--- config.mk ---
export PLATFORM = sky130hd
export DESIGN_NAME = aig_top
export DESIGN_NICKNAME = d
export VERILOG_FILES = /design/src/pkg/aig_pkg.sv /design/src/logic/aig_div.sv /design/src/logic/aig_buf.sv /design/src/logic/aig_top.sv
export SDC_FILE = /design/constraint.sdc
export NUM_CORES = 2
export LEC_CHECK = 0
export BUFFER_PORTS_ARGS = -buffer_cell sky130_fd_sc_hd__buf_2
export CAP_MARGIN = 25
export CORE_MARGIN = 4
export CORE_UTILIZATION = 40
export CTS_BUF_LIST = sky130_fd_sc_hd__clkbuf_16
export DETAILED_ROUTE_END_ITERATION = 16
export PLACE_DENSITY = 0.52
export SLEW_MARGIN = 5
export SYNTH_ARGS = -nofsm -noshare
export SYNTH_HDL_FRONTEND = slang
export SYNTH_SLANG_ARGS = --single-unit
--- constraint.sdc ---
create_clock -name SYS_CLK -period 7.8 [get_ports SYS_CLK]
set_input_delay 0.39 -clock SYS_CLK [delete_from_list [all_inputs] [get_ports SYS_CLK]]
set_output_delay 0.39 -clock SYS_CLK [all_outputs]
set_load 0.005 [all_outputs]
--- src/pkg/aig_pkg.sv ---
// Purpose: Shared constants and types for the adaptive illumination gain
// Assumes: 8-bit colour channels, gains in 4.8 fixed point
// Notes:   Every width, count and limit used by more than one file lives here, except the 16-bit sink word count
package aig_pkg;
	localparam int NCH     = 3;   // Red, green, blue
	localparam int PIX_W   = 8;
	localparam int GAIN_W  = 12;  // 4.8 fixed point
	localparam int FRAC    = 8;
	localparam int PWR_W   = 10;
	localparam int SUM_W   = 12;
	localparam int CNT_W   = 22;  // Enough for a full 1080p frame
	localparam int BIN_N   = 16;
	localparam int BIN_W   = 4;
	localparam int WGT_W   = 5;
	localparam int WGT_SH  = 4;   // Weight of 16 means all digital
	localparam int DIV_NW  = 32;
	localparam int DIV_DW  = 16;
	localparam int DIV_CW  = 6;
	localparam int BUF_W   = 2 + NCH * PIX_W;
	localparam int BUF_AW  = 1;   // Two entries
	localparam int BUF_CW  = 2;

	localparam logic [GAIN_W-1:0] GAIN_ONE  = 12'h100;
	localparam logic [GAIN_W-1:0] GAIN_MAX  = 12'hFFF;
	localparam logic [PIX_W-1:0]  PIX_FULL  = 8'hFF;
	localparam logic [BIN_W-1:0]  BIN_TOP   = 4'hF;
	localparam logic [BIN_W-1:0]  BIN_BOT   = 4'h0;
	localparam logic [BIN_W-1:0]  BIN_FILL  = 4'hF;
	localparam logic [WGT_W-1:0]  WGT_FULL  = 5'h10;
	localparam logic [PWR_W-1:0]  PWR_MAX   = 10'h3FF;
	localparam logic [1:0]        CH_FIRST  = 2'h0;
	localparam logic [1:0]        CH_LAST   = 2'h2;
	localparam logic [DIV_CW-1:0] DIV_STEPS = 6'h20;
	localparam logic [BUF_CW-1:0] BUF_FULL  = 2'h2;

	typedef enum logic {AIG_PWR_SAVE, AIG_BRIGHT} aig_mode_e;
	typedef enum logic [2:0] {
		ST_IDLE, ST_SCAN, ST_HDIV, ST_PDIV, ST_EDIV, ST_DONE
	} aig_state_e;
endpackage

--- src/logic/aig_div.sv ---
// Purpose: Serial restoring divider shared by all gain and power steps
// Assumes: start only while not busy
// Notes:   A zero divisor yields all ones, which callers clamp
`timescale 1ns/1ps
module aig_div (
	input  wire logic                       clk,
	input  wire logic                       rst,
	input  wire logic                       start,
	input  wire logic [aig_pkg::DIV_NW-1:0] num,
	input  wire logic [aig_pkg::DIV_DW-1:0] den,
	output logic                            busy,
	output logic                            done,
	output logic [aig_pkg::DIV_NW-1:0]      quo
);
	logic [aig_pkg::DIV_DW-1:0] rem_r;
	logic [aig_pkg::DIV_NW-1:0] quo_r;
	logic [aig_pkg::DIV_CW-1:0] cnt_r;
	logic                       done_r;
	logic [aig_pkg::DIV_DW:0]   trial;
	logic                       fits;

	// One quotient bit per cycle
	assign trial = {rem_r, quo_r[aig_pkg::DIV_NW-1]};
	assign fits  = trial >= {1'b0, den};
	assign busy  = cnt_r != '0;
	assign done  = done_r;
	assign quo   = quo_r;

	// Shift, trial subtract, count down
	always_ff @(posedge clk) begin
		done_r <= 1'b0;
		if (rst) begin
			rem_r <= '0;
			quo_r <= '0;
			cnt_r <= '0;
		end else if (start && !busy) begin
			rem_r <= '0;
			quo_r <= num;
			cnt_r <= aig_pkg::DIV_STEPS;
		end else if (busy) begin
			rem_r <= fits ? trial[aig_pkg::DIV_DW-1:0] - den
			              : trial[aig_pkg::DIV_DW-1:0];
			quo_r <= {quo_r[aig_pkg::DIV_NW-2:0], fits};
			cnt_r <= cnt_r - 1'b1;
			done_r <= cnt_r == 6'h01;
		end
	end
endmodule

--- src/logic/aig_buf.sv ---
// Purpose: Two-entry buffer in the pixel path
// Assumes: Single clock, synchronous reset
// Notes:   in_ready falls only when both entries hold words
`timescale 1ns/1ps
module aig_buf #(
	parameter int W = aig_pkg::BUF_W
) (
	input  wire logic         clk,
	input  wire logic         rst,
	input  wire logic         in_valid,
	output logic              in_ready,
	input  wire logic [W-1:0] in_data,
	output logic              out_valid,
	input  wire logic         out_ready,
	output logic [W-1:0]      out_data
);
	logic [W-1:0]               mem_r [2];
	logic [aig_pkg::BUF_AW-1:0] wp_r;
	logic [aig_pkg::BUF_AW-1:0] rp_r;
	logic [aig_pkg::BUF_CW-1:0] cnt_r;
	logic                       wr;
	logic                       rd;

	// Honest full and empty from the fill count
	assign in_ready  = cnt_r != aig_pkg::BUF_FULL;
	assign out_valid = cnt_r != '0;
	assign out_data  = mem_r[rp_r];
	assign wr        = in_valid && in_ready;
	assign rd        = out_valid && out_ready;

	// Pointers and storage
	always_ff @(posedge clk) begin
		if (rst) begin
			wp_r  <= '0;
			rp_r  <= '0;
			cnt_r <= '0;
			mem_r[0] <= '0;
			mem_r[1] <= '0;
		end else begin
			if (wr) begin
				mem_r[wp_r] <= in_data;
				wp_r <= wp_r + 1'b1;
			end
			if (rd)
				rp_r <= rp_r + 1'b1;
			if (wr && !rd)
				cnt_r <= cnt_r + 1'b1;
			else if (rd && !wr)
				cnt_r <= cnt_r - 1'b1;
		end
	end
endmodule

--- src/logic/aig_top.sv ---
// Purpose: Per-frame adaptive gain and LED power for the pixel stream
// Assumes: Frames framed by IN_SOF/IN_EOF, one pixel per accepted beat
// Notes:   Results computed after a frame are used from the next SOF
`timescale 1ns/1ps
// How it works
// - Each frame is histogrammed per channel to derive one gain each.
// - Every pixel of a channel is multiplied by that channel's one gain.
// - The gain lifts the level where only CLIP_LIMIT pixels lie above.
// - Each of the red, green and blue LEDs gets its own power output.
// - Gain and LED power per channel come from one joint computation.
// - The host weight splits each correction between gain and power.
// - Gain times relative power is equal for all channels: white holds.
// - When enabled, MODE picks power reduction or enhanced brightness.
// - Power reduction keeps brightness and cuts power by the gain.
// - Enhanced brightness rescales powers to the static power total.
module aig_top (
	input  wire logic                        SYS_CLK,
	input  wire logic                        RST,
	input  wire logic                        ENABLE,
	input  wire logic                        MODE,
	input  wire logic [aig_pkg::WGT_W-1:0]   DIGITAL_WEIGHT,
	input  wire logic [aig_pkg::CNT_W-1:0]   CLIP_LIMIT,
	input  wire logic [aig_pkg::PWR_W-1:0]   STATIC_PWR_R,
	input  wire logic [aig_pkg::PWR_W-1:0]   STATIC_PWR_G,
	input  wire logic [aig_pkg::PWR_W-1:0]   STATIC_PWR_B,
	input  wire logic                        IN_VALID,
	output logic                             IN_READY,
	input  wire logic                        IN_SOF,
	input  wire logic                        IN_EOF,
	input  wire logic [aig_pkg::PIX_W-1:0]   IN_R,
	input  wire logic [aig_pkg::PIX_W-1:0]   IN_G,
	input  wire logic [aig_pkg::PIX_W-1:0]   IN_B,
	output logic                             OUT_VALID,
	input  wire logic                        OUT_READY,
	output logic                             OUT_SOF,
	output logic                             OUT_EOF,
	output logic [aig_pkg::PIX_W-1:0]        OUT_R,
	output logic [aig_pkg::PIX_W-1:0]        OUT_G,
	output logic [aig_pkg::PIX_W-1:0]        OUT_B,
	output logic [aig_pkg::PWR_W-1:0]        LED_PWR_R,
	output logic [aig_pkg::PWR_W-1:0]        LED_PWR_G,
	output logic [aig_pkg::PWR_W-1:0]        LED_PWR_B,
	output logic [aig_pkg::GAIN_W-1:0]       GAIN_R,
	output logic [aig_pkg::GAIN_W-1:0]       GAIN_G,
	output logic [aig_pkg::GAIN_W-1:0]       GAIN_B,
	output logic                             BUSY
);
	localparam int NCH = aig_pkg::NCH;
	localparam int PW  = aig_pkg::PIX_W;
	localparam int GW  = aig_pkg::GAIN_W;
	localparam int QW  = aig_pkg::PWR_W;

	aig_pkg::aig_state_e state_r;
	aig_pkg::aig_mode_e  mode_r;

	logic [PW-1:0]                   pix_in   [NCH];
	logic [QW-1:0]                   stat_in  [NCH];
	logic [PW-1:0]                   pix_sat  [NCH];
	logic [GW-1:0]                   gain_use [NCH];
	logic [aig_pkg::CNT_W-1:0]       hist_r   [NCH][aig_pkg::BIN_N];
	logic [aig_pkg::CNT_W:0]         acc_r    [NCH];
	logic [aig_pkg::BIN_W-1:0]       knee_r   [NCH];
	logic                            found_r  [NCH];
	logic [GW-1:0]                   wg_r     [NCH];
	logic [QW-1:0]                   pw_r     [NCH];
	logic [QW-1:0]                   stat_r   [NCH];
	logic [GW-1:0]                   act_gain_r [NCH];
	logic [QW-1:0]                   act_pwr_r  [NCH];
	logic [GW-1:0]                   pend_gain_r [NCH];
	logic [QW-1:0]                   pend_pwr_r  [NCH];
	logic [GW-1:0]                   gain_out_r [NCH];
	logic [QW-1:0]                   led_out_r  [NCH];
	logic                            pend_v_r;
	logic                            act_v_r;
	logic [aig_pkg::BIN_W-1:0]       idx_r;
	logic [1:0]                      ch_r;
	logic                            wait_r;
	logic [aig_pkg::WGT_W-1:0]       wgt_r;
	logic [aig_pkg::SUM_W-1:0]       sum_r;
	logic [aig_pkg::SUM_W-1:0]       psum_r;

	logic                            in_ready_w;
	logic                            buf_ready;
	logic                            in_fire;
	logic                            sof_swap;
	logic [aig_pkg::BUF_W-1:0]       buf_in;
	logic [aig_pkg::BUF_W-1:0]       buf_out;
	logic                            div_start;
	logic                            div_busy;
	logic                            div_done;
	logic [aig_pkg::DIV_NW-1:0]      div_num;
	logic [aig_pkg::DIV_DW-1:0]      div_den;
	logic [aig_pkg::DIV_NW-1:0]      div_quo;
	logic [PW-1:0]                   knee_val;
	logic [GW-1:0]                   h_clip;
	logic [GW-1:0]                   h_ext;
	logic [GW+aig_pkg::WGT_W-1:0]    h_mul;
	logic [GW-1:0]                   g_new;
	logic [QW-1:0]                   p_clip;
	logic [QW+aig_pkg::SUM_W-1:0]    e_mul;
	logic                            last_ch;

	// Channel views of the flat ports
	assign pix_in[0]  = IN_R;
	assign pix_in[1]  = IN_G;
	assign pix_in[2]  = IN_B;
	assign stat_in[0] = STATIC_PWR_R;
	assign stat_in[1] = STATIC_PWR_G;
	assign stat_in[2] = STATIC_PWR_B;

	// Input stalls during the bin scan so the histogram stays frozen
	assign in_ready_w = buf_ready && state_r != aig_pkg::ST_SCAN;
	assign IN_READY   = in_ready_w;
	assign in_fire    = IN_VALID && in_ready_w;
	assign sof_swap   = in_fire && IN_SOF && pend_v_r;
	assign BUSY       = state_r != aig_pkg::ST_IDLE;

	genvar c, b;
	generate
		for (c = 0; c < NCH; c++) begin : g_ch
			logic [PW+GW-1:0]          prod;
			logic [aig_pkg::CNT_W:0]   acc_nxt;
			// New set takes effect on the SOF pixel itself
			assign gain_use[c] = !ENABLE ? aig_pkg::GAIN_ONE :
				sof_swap ? pend_gain_r[c] : act_gain_r[c];
			assign prod = pix_in[c] * gain_use[c];
			// Clip above full scale; the knee keeps clipped pixels few
			assign pix_sat[c] = |prod[PW+GW-1:PW+aig_pkg::FRAC] ?
				aig_pkg::PIX_FULL : prod[PW+aig_pkg::FRAC-1:aig_pkg::FRAC];
			assign acc_nxt = acc_r[c] + {1'b0, hist_r[c][idx_r]};

			// Coarse histogram on the top bits, restarted by SOF
			for (b = 0; b < aig_pkg::BIN_N; b++) begin : g_bin
				logic hit;
				assign hit = pix_in[c][PW-1:PW-aig_pkg::BIN_W] == b;
				always_ff @(posedge SYS_CLK) begin
					if (RST)
						hist_r[c][b] <= '0;
					else if (in_fire && IN_SOF)
						hist_r[c][b] <= {{(aig_pkg::CNT_W-1){1'b0}}, hit};
					else if (in_fire && hit)
						hist_r[c][b] <= hist_r[c][b] + 1'b1;
				end
			end

			// Walk down from the top bin until the limit is passed
			always_ff @(posedge SYS_CLK) begin
				if (RST || state_r == aig_pkg::ST_IDLE) begin
					acc_r[c]   <= '0;
					found_r[c] <= 1'b0;
					knee_r[c]  <= aig_pkg::BIN_BOT;
				end else if (state_r == aig_pkg::ST_SCAN && !found_r[c]) begin
					acc_r[c]   <= acc_nxt;
					knee_r[c]  <= idx_r;
					found_r[c] <= acc_nxt > {1'b0, CLIP_LIMIT};
				end
			end

			// Outputs registered; static set when disabled or before any frame
			always_ff @(posedge SYS_CLK) begin
				if (RST) begin
					gain_out_r[c] <= aig_pkg::GAIN_ONE;
					led_out_r[c]  <= '0;
				end else begin
					gain_out_r[c] <= gain_use[c];
					led_out_r[c]  <= (ENABLE && act_v_r) ? act_pwr_r[c]
					                                     : stat_in[c];
				end
			end
		end
	endgenerate

	assign GAIN_R    = gain_out_r[0];
	assign GAIN_G    = gain_out_r[1];
	assign GAIN_B    = gain_out_r[2];
	assign LED_PWR_R = led_out_r[0];
	assign LED_PWR_G = led_out_r[1];
	assign LED_PWR_B = led_out_r[2];

	// Result shaping for the channel being worked on
	assign last_ch  = ch_r == aig_pkg::CH_LAST;
	assign knee_val = {knee_r[ch_r], aig_pkg::BIN_FILL};
	assign h_clip   = |div_quo[aig_pkg::DIV_NW-1:GW] ? aig_pkg::GAIN_MAX
	                                                 : div_quo[GW-1:0];
	assign h_ext    = h_clip - aig_pkg::GAIN_ONE;
	assign h_mul    = h_ext * wgt_r;
	assign g_new    = aig_pkg::GAIN_ONE +
		h_mul[GW+aig_pkg::WGT_SH-1:aig_pkg::WGT_SH];
	assign p_clip   = |div_quo[aig_pkg::DIV_NW-1:QW] ? aig_pkg::PWR_MAX
	                                                 : div_quo[QW-1:0];
	assign e_mul    = pw_r[ch_r] * sum_r;

	// Divider operands per step: headroom, power share, power rescale
	assign div_start = !wait_r && (state_r == aig_pkg::ST_HDIV ||
		state_r == aig_pkg::ST_PDIV || state_r == aig_pkg::ST_EDIV);
	assign div_num = state_r == aig_pkg::ST_HDIV ?
		{{(aig_pkg::DIV_NW-PW-aig_pkg::FRAC){1'b0}}, aig_pkg::PIX_FULL,
		 {aig_pkg::FRAC{1'b0}}} :
		state_r == aig_pkg::ST_PDIV ?
		{{(aig_pkg::DIV_NW-QW-aig_pkg::FRAC){1'b0}}, stat_r[ch_r],
		 {aig_pkg::FRAC{1'b0}}} :
		{{(aig_pkg::DIV_NW-QW-aig_pkg::SUM_W){1'b0}}, e_mul};
	assign div_den = state_r == aig_pkg::ST_HDIV ?
		{{(aig_pkg::DIV_DW-PW){1'b0}}, knee_val} :
		state_r == aig_pkg::ST_PDIV ?
		{{(aig_pkg::DIV_DW-GW){1'b0}}, wg_r[ch_r]} :
		{{(aig_pkg::DIV_DW-aig_pkg::SUM_W){1'b0}}, psum_r};

	aig_div u_div (
		.clk   (SYS_CLK),
		.rst   (RST),
		.start (div_start),
		.num   (div_num),
		.den   (div_den),
		.busy  (div_busy),
		.done  (div_done),
		.quo   (div_quo)
	);

	// Frame sequencer: scan, gains, powers, optional rescale, publish
	always_ff @(posedge SYS_CLK) begin
		if (RST) begin
			state_r <= aig_pkg::ST_IDLE;
			mode_r  <= aig_pkg::AIG_PWR_SAVE;
			idx_r   <= aig_pkg::BIN_TOP;
			ch_r    <= aig_pkg::CH_FIRST;
			wait_r  <= 1'b0;
			wgt_r   <= '0;
			sum_r   <= '0;
			psum_r  <= '0;
		end else begin
			if (div_start)
				wait_r <= 1'b1;
			else if (div_done)
				wait_r <= 1'b0;
			unique case (state_r)
				aig_pkg::ST_IDLE: begin
					// Mode, weight and static powers are locked at EOF; CLIP_LIMIT is read live during the scan
					if (in_fire && IN_EOF && ENABLE) begin
						state_r <= aig_pkg::ST_SCAN;
						idx_r   <= aig_pkg::BIN_TOP;
						mode_r  <= aig_pkg::aig_mode_e'(MODE);
						wgt_r   <= DIGITAL_WEIGHT > aig_pkg::WGT_FULL ?
						           aig_pkg::WGT_FULL : DIGITAL_WEIGHT;
						sum_r   <= {2'b00, STATIC_PWR_R} +
						           {2'b00, STATIC_PWR_G} +
						           {2'b00, STATIC_PWR_B};
					end
				end
				aig_pkg::ST_SCAN: begin
					idx_r <= idx_r - 1'b1;
					if (idx_r == aig_pkg::BIN_BOT) begin
						state_r <= aig_pkg::ST_HDIV;
						ch_r    <= aig_pkg::CH_FIRST;
						psum_r  <= '0;
					end
				end
				aig_pkg::ST_HDIV: begin
					if (div_done) begin
						ch_r <= last_ch ? aig_pkg::CH_FIRST : ch_r + 1'b1;
						if (last_ch)
							state_r <= aig_pkg::ST_PDIV;
					end
				end
				aig_pkg::ST_PDIV: begin
					if (div_done) begin
						psum_r <= psum_r + {2'b00, p_clip};
						ch_r <= last_ch ? aig_pkg::CH_FIRST : ch_r + 1'b1;
						if (last_ch)
							state_r <= mode_r == aig_pkg::AIG_BRIGHT ?
							           aig_pkg::ST_EDIV : aig_pkg::ST_DONE;
					end
				end
				aig_pkg::ST_EDIV: begin
					if (div_done) begin
						ch_r <= last_ch ? aig_pkg::CH_FIRST : ch_r + 1'b1;
						if (last_ch)
							state_r <= aig_pkg::ST_DONE;
					end
				end
				aig_pkg::ST_DONE:
					state_r <= aig_pkg::ST_IDLE;
			endcase
		end
	end

	// Per-channel results of each divider step
	always_ff @(posedge SYS_CLK) begin
		if (RST) begin
			for (int i = 0; i < NCH; i++) begin
				wg_r[i]   <= aig_pkg::GAIN_ONE;
				pw_r[i]   <= '0;
				stat_r[i] <= '0;
			end
		end else begin
			if (state_r == aig_pkg::ST_IDLE && in_fire && IN_EOF)
				for (int i = 0; i < NCH; i++)
					stat_r[i] <= stat_in[i];
			if (div_done && state_r == aig_pkg::ST_HDIV)
				wg_r[ch_r] <= g_new;
			if (div_done && state_r == aig_pkg::ST_PDIV)
				pw_r[ch_r] <= p_clip;
			if (div_done && state_r == aig_pkg::ST_EDIV)
				pw_r[ch_r] <= psum_r == '0 ? '0 : p_clip;
		end
	end

	// Publish on DONE, apply at SOF; a publish in that cycle wins
	always_ff @(posedge SYS_CLK) begin
		if (RST) begin
			pend_v_r <= 1'b0;
			act_v_r  <= 1'b0;
			for (int i = 0; i < NCH; i++) begin
				act_gain_r[i]  <= aig_pkg::GAIN_ONE;
				act_pwr_r[i]   <= '0;
				pend_gain_r[i] <= aig_pkg::GAIN_ONE;
				pend_pwr_r[i]  <= '0;
			end
		end else begin
			if (sof_swap) begin
				pend_v_r <= 1'b0;
				act_v_r  <= 1'b1;
				for (int i = 0; i < NCH; i++) begin
					act_gain_r[i] <= pend_gain_r[i];
					act_pwr_r[i]  <= pend_pwr_r[i];
				end
			end
			if (state_r == aig_pkg::ST_DONE) begin
				pend_v_r <= 1'b1;
				for (int i = 0; i < NCH; i++) begin
					pend_gain_r[i] <= wg_r[i];
					pend_pwr_r[i]  <= pw_r[i];
				end
			end
		end
	end

	// Output buffer absorbs receiver stalls without dropping pixels
	assign buf_in = {IN_SOF, IN_EOF, pix_sat[0], pix_sat[1], pix_sat[2]};

	aig_buf #(
		.W (aig_pkg::BUF_W)
	) u_buf (
		.clk       (SYS_CLK),
		.rst       (RST),
		.in_valid  (IN_VALID && state_r != aig_pkg::ST_SCAN),
		.in_ready  (buf_ready),
		.in_data   (buf_in),
		.out_valid (OUT_VALID),
		.out_ready (OUT_READY),
		.out_data  (buf_out)
	);

	assign OUT_SOF = buf_out[aig_pkg::BUF_W-1];
	assign OUT_EOF = buf_out[aig_pkg::BUF_W-2];
	assign OUT_R   = buf_out[3*PW-1:2*PW];
	assign OUT_G   = buf_out[2*PW-1:PW];
	assign OUT_B   = buf_out[PW-1:0];
endmodule

# Yosys cells after proc, flatten, opt, wreduce, memory -nomap -nowiden
# Memory sizes are Yosys's and may differ from the RTL's. A register that Yosys moved wholly into a read port is not among the register bits.
# Index checks and enable logic that the tools add are counted.
[totals]
out_inout_bits = 95
in_bits = 89
wordCells = 846
ff_bits = 101
mem_count = 14
ram_bits = 1486
[classes]
n_mul = 5
eq_ne = 63
n_addsub = 64
mux = 435
bitwise_logic = 129
reduce_logical = 112
magnitude_cmp = 6
[mem_list]
columns = ["memory", "depth", "word_bits", "read_ports", "rd_clocked_by_memory_dff", "write_ports", "line", "source"]
rows = [
  ["hist_r", 3, 352, 3, 0, 3, "aig_top.sv:60", "logic [aig_pkg::CNT_W-1:0] hist_r [NCH][aig_pkg::BIN_N];"],
  ["acc_r", 3, 23, 3, 0, 3, "aig_top.sv:61", "logic [aig_pkg::CNT_W:0] acc_r [NCH];"],
  ["u_buf.mem_r", 2, 26, 1, 1, 2, "aig_buf.sv:17", "logic [W-1:0] mem_r [2];"],
  ["act_gain_r", 3, 12, 3, 0, 3, "aig_top.sv:67", "logic [GW-1:0] act_gain_r [NCH];"],
  ["gain_out_r", 3, 12, 3, 0, 3, "aig_top.sv:71", "logic [GW-1:0] gain_out_r [NCH];"],
  ["pend_gain_r", 3, 12, 3, 0, 3, "aig_top.sv:69", "logic [GW-1:0] pend_gain_r [NCH];"],
  ["8 more memories", "n/a", "n/a", "n/a", "n/a", "n/a", "n/a", ""],
]
[op_table]
columns = ["cell", "n"]
rows = [
  ["$mux W22", 104],
  ["$add A22 B1 Y22 const B", 48],
  ["$bmux W22 S4", 3],
  ["$mux W12", 21],
  ["$mux W1", 244],
  ["$mux W10", 19],
  ["$or A1 B1 Y1", 127],
  ["$eq A4 B4 Y1 const B", 24],
  ["$logic_and A1 B1 Y1", 70],
  ["$add A23 B22 Y23", 3],
  ["$gt A23 B22 Y1", 3],
  ["$mux W23", 3],
  ["$mux W32", 2],
  ["$mul A8 B12 Y20", 3],
  ["$eq A4 B3 Y1 const B", 12],
  ["$mux W2", 15],
  ["$mux W26", 1],
  ["$reduce_or A26 Y1", 1],
  ["$eq A4 B2 Y1 const B", 6],
  ["$mux W3", 8],
  ["$mux W8", 3],
  ["$pmux W12 S2", 1],
  ["$mul A10 B12 Y22", 1],
  ["$reduce_or A22 Y1", 1],
  ["50 further kinds", 91],
]

# Depth between registers and ports, before layout
[logic_depth]
ltp_word = 11
depth_mapped = 27
mapped_depth_nobuf = 23

# Cells and area by module
# A second synthesis with hierarchy kept.
[hier_totals]
hier_cells = 9745
area_unflattened_um2 = 104844.3
[modules_own_cells]
columns = ["module", "cells_per_inst", "instances", "seq_area_each_um2", "area_per_inst_um2"]
rows = [
  ["aig_top", 9165, 1, 43942.1, 99007.5],
  ["aig_div", 388, 1, 1101.1, 3290.7],
  ["aig_buf", 192, 1, 1661.6, 2546.2],
]

# Worst setup path after synthesis
# No wires, ideal clock.
[synth_path]
kind = "register -> register"
from = "reg state_r[2]"
to = "mem u_buf.mem_r[1][13] in the netlist's numbering, data pin"
path_slack_ps = 869
path_buffers = 3
stages_incl_launch_ff = 25
required_ps = 7531
period_less_slack_ps = 6931
setup_time_ps = 269
t_arrival_ps = 6661
path_cell_list = "dfxtp_1 -> buf_2 -> nor3b_4 -> nor4b_1 -> buf_2 -> clkbuf_1 -> nand2_1 -> a21boi_0 -> and2_1 -> fa_1 -> fa_1 -> fa_1 -> inv_1 -> fa_1 -> inv_1 -> ha_1 -> a21o_1 -> a21o_1 -> a221o_1 -> a2111oi_0 -> a21oi_1 -> a2111oi_0 -> o22ai_1 -> nand2_1 -> o21ai_0"
[synth_rtl]
columns = ["item", "line", "source"]
rows = [
  ["start, declared", "aig_top.sv:53", "aig_pkg::aig_state_e state_r;"],
  ["start signal, assigned", "aig_top.sv:223", "state_r <= aig_pkg::ST_IDLE;"],
  ["start signal, assigned", "aig_top.sv:240", "state_r <= aig_pkg::ST_SCAN;"],
  ["start signal, assigned", "aig_top.sv:253", "state_r <= aig_pkg::ST_HDIV;"],
  ["end, declared", "aig_buf.sv:17", ""],
]

==> results.toml <==
[synthesis]
syn_avg_cell_area_sq_um = 10.76
ys_top_cells_by_count = "nor2_1, edfxtp_1, nand2_1"
synth_async_sr_flop_share = 0
yosysTopAreaCellShare = 0.4165
yosys.area.top_type = "edfxtp_1"
synth_area_sq_um = 104000
yosysSeqAreaShare = 0.4492
synth_warnings = 0
synth_edf_count = 1442
yosys-top-cells-area = "edfxtp_1, mux4_2, fa_1"
synth_cells = 9660
post_synth_num_cell_types = 80
ys.flop_type = "edfxtp_1"
synth_nets = 10456
yosysMostFrequentCell = "nor2_1"
synth-seq-cells = 1612

[timing]
rsz0062_at_grt = "false"
finClkSkew_ns = 0.09100
fin_crit_sh = 0.9383
max_freq_mhz = 136.6
final_max_slew_viol_count = 0
worstMarginPinSlew_ns = 1.023
finalSetupViolations = 0
relSlewSlack = 0.3177
setup_tns_ns = 0
min_period_ns = 7.319
final_hold_viol_count = 0

[cells_and_area]
nets = 10650
multiInputGateArea_sq_um = 53980
area_growth_pct = 11.91
regArea_sq_um = 46720
layout-drive-gt1-share = 0.1078
post-route-util = 0.4513
stdcell_count = 13399
n_fill_cell = 24037

[grt]
antenna_found_initial = 25
grt_pass1_wl_mm = 453.7
grt_max_degree = 79
grt_pass1_vias = 72416
grt-ovfl-total = 0
globalRouteTotalUtil = 0.2170

[critical_path]
max_stage_delay_ns = 0.82
cp.arrival_ns = 7.86
cp_cell_sequence = "nor2b_1 -> or4b_1 -> buf_4 -> nand2_1 -> a21boi_0 -> and2_1 -> fa_1 -> fa_1 -> fa_1 -> inv_1 -> fa_1 -> inv_1 -> ha_1 -> a21o_1 -> a21o_1 -> a221o_1 -> a2111oi_1 -> a21oi_1 -> a2111oi_1 -> o22ai_1 -> nand2_1 -> o21ai_0"
end_kind = "flop"
crit_family = "adder cells"
start_kind = "flop"
cp.required_ns = 8.34
path_buf_inv = 3
critPathKind = "reg -> reg"
path_max_fanout = 15
slowest_stage = "or4b_1"
crit_path_frequent_cell = "fa_1"

[floorplanning]
fp-row-count = 186
io_pins = 184
die_y_microns = 517.8
start_util = 0.4032
die_w_microns = 517.8
coreArea_sq_um = 257900
dieArea_sq_um = 268100

[clocking]
clk_pin_slew_worst_paths_ns = 0.06
h-tree-depth = 4
cts_sinks = 1612
cts_buffer_depth = 4
post_cts_buffers = 0
root_buffer = "clkbuf_16"
cts_inserted_buffers = 197
cts_tree = "built"
worstSkewPairLatency_ns = 0.90

[place]
dp.cells = 12968
hpwl_mm = 225.0
port_buffers = 183
gp_congestion = 0.8876

[detailed_routing]
dr.pass1.iters = 5
drt_wl_total_mm = 298.7
num_vias = 73991
wl_per_cell_microns = 22.29
drcViolationCount = 0
drtIter0Drc = 6248
ant_nets = 0
via_per_inst = 5.522

[pwr]
p_sw_frac = 0.3039
p_sw_mw = 7.751
clockPowerShare = 0.358
cell_internal_pwr_mw = 17.76
p_leak_nw = 45.26
pwr-share-comb = 0.202
power.sequential.fraction = 0.440
peakVddDrop_mv = 0.1949
power_density_nw_per_um2 = 219.2

[worst_hold_path]
min_path_type = "in -> reg"

[outcome]
outcome = "finished clean"

[job]
drv_cap = 0
==> layer usage <==
metal | part of all wire | track usage
met3 | 0.055 | 0.02515
met1 | 0.46 | 0.3153
met2 | 0.46 | 0.3431
met4 | 0.031 | 0.06136
met5 | 0.000044 | 0
==> cell type report <==
| class | instances | area share |
|---|---|---|
| Clock buffer | 202 | 0.04344 |
| Timing Repair Buffer | 392 | 0.02794 |
| Tap cell | 3384 | 0.03639 |
| Antenna cell | 11 | 0.0002366 |
| Multi-Input combinational cell | 7154 | 0.4639 |
| Clock inverter | 147 | 0.01052 |
| Inverter | 497 | 0.01605 |
| Sequential cell | 1612 | 0.4015 |
==> state kept, by name, indices dropped and copies added (netlist names), 4 cells and up, named ones only <==
name,flops
acc_r,69
act_gain_r,36
act_pwr_r,30
gain_out_r,36
hist_r,1056
idx_r,4
knee_r,12
led_out_r,30
pend_gain_r,36
pend_pwr_r,30
psum_r,12
pw_r,40
stat_r,30
sum_r,12
u_buf.mem_r,52
u_div.cnt_r,6
u_div.quo,32
u_div.rem_r,16
wg_r,48
wgt_r,5
==> layout by cell type (no fill, tap or decap), types with 40 or more instances in the layout <==
master / n
dlygate4sd3_1: 40
buf_2: 182
ha_1: 408
nor2_1: 1515
nor3_1: 78
edfxtp_1: 1442
dfxtp_1: 164
and2_1: 487
and3_1: 365
o21ai_0: 135
a21o_1: 67
inv_1: 537
nand4_1: 155
mux4_2: 352
fa_1: 299
nor2b_1: 68
nand2_1: 870
xnor2_1: 502
a21oi_1: 214
a211oi_1: 61
clkbuf_16: 202
buf_4: 130
nand3_1: 448
and4_1: 51
xor2_1: 599
==> through the flow <==
step           setup WS (ns)  total power [mW]  instance area, sq um  hold slack, ns
2_1_floorplan         0.8692             14.56                104000          0.4264
3_3_place_gp          0.3966             16.33                108700          0.4373
3_5_place_dp          0.3648             16.43                108900          0.4521
4_1_cts               0.2779             25.66                115600          0.1929
5_1_grt              0.04941             26.71                116400          0.2313
6_report              0.4813             25.51                116400          0.2278
==> final timing paths <==
kind,to,slack (ns),cells after the start,from
hold reg to reg,u_div.rem_r[3]$_SDFFE_PP0N_,0.45,2,u_div.rem_r[2]$_SDFFE_PP0N_
setup reg to reg,u_buf.mem_r[1][13]$_SDFFCE_PN0P_,0.48,22,u_buf.cnt_r[0]$_SDFFE_PP0P_
hold / removal,gain_out_r[1][8]$_SDFF_PP1_,0.23,3,ENABLE
setup / recovery,u_buf.mem_r[1][13]$_SDFFCE_PN0P_,0.48,22,u_buf.cnt_r[0]$_SDFFE_PP0P_
==> kinds of logic after synthesis <==
group                      after synthesis  synth area share
and+or+nand+nor                       4198            0.1909
muxes                                  419           0.08322
buffers and inverters                  894           0.03240
adders and majority gates              707            0.1067
AOI/OAI and AO/OA                      729           0.04485
xor gates and xnor gates              1101           0.09275
DFF                                   1612            0.4492
==> power groups by stage <==
| stage | clock network, mW | registers (mW) | logic, mW |
|---|---|---|---|
| floorplan | 0 | 11.0 | 3.55 |
| CTS | 9.35 | 11.2 | 5.10 |
| global route | 9.68 | 11.3 | 5.70 |
| detailed placement | 0 | 11.4 | 5.05 |
| global placement | 0 | 11.4 | 4.97 |
| finish | 9.13 | 11.2 | 5.16 |
==> worst reg2reg max path, cell delays in order (launching register included) <==
cell	delay, ns
dfxtp_1	0.39
nor2b_1	0.10
or4b_1	0.82
buf_4	0.34
nand2_1	0.08
a21boi_0	0.09
and2_1	0.18
fa_1	0.51
fa_1	0.46
fa_1	0.54
inv_1	0.05
fa_1	0.52
inv_1	0.05
ha_1	0.36
a21o_1	0.21
a21o_1	0.19
a221o_1	0.37
a2111oi_1	0.50
a21oi_1	0.18
a2111oi_1	0.44
o22ai_1	0.23
nand2_1	0.24
o21ai_0	0.12
==> what timing repair did <==
| action | in CTS | in global routing |
|---|---|---|
| setup endpoints to repair | 0 | 16 |
| resized for setup | 0 | 5 |
| hold endpoints to repair | 69 | 0 |
| hold buffers | 40 | 0 |
Note: power is estimated with default switching activity, not from simulation.
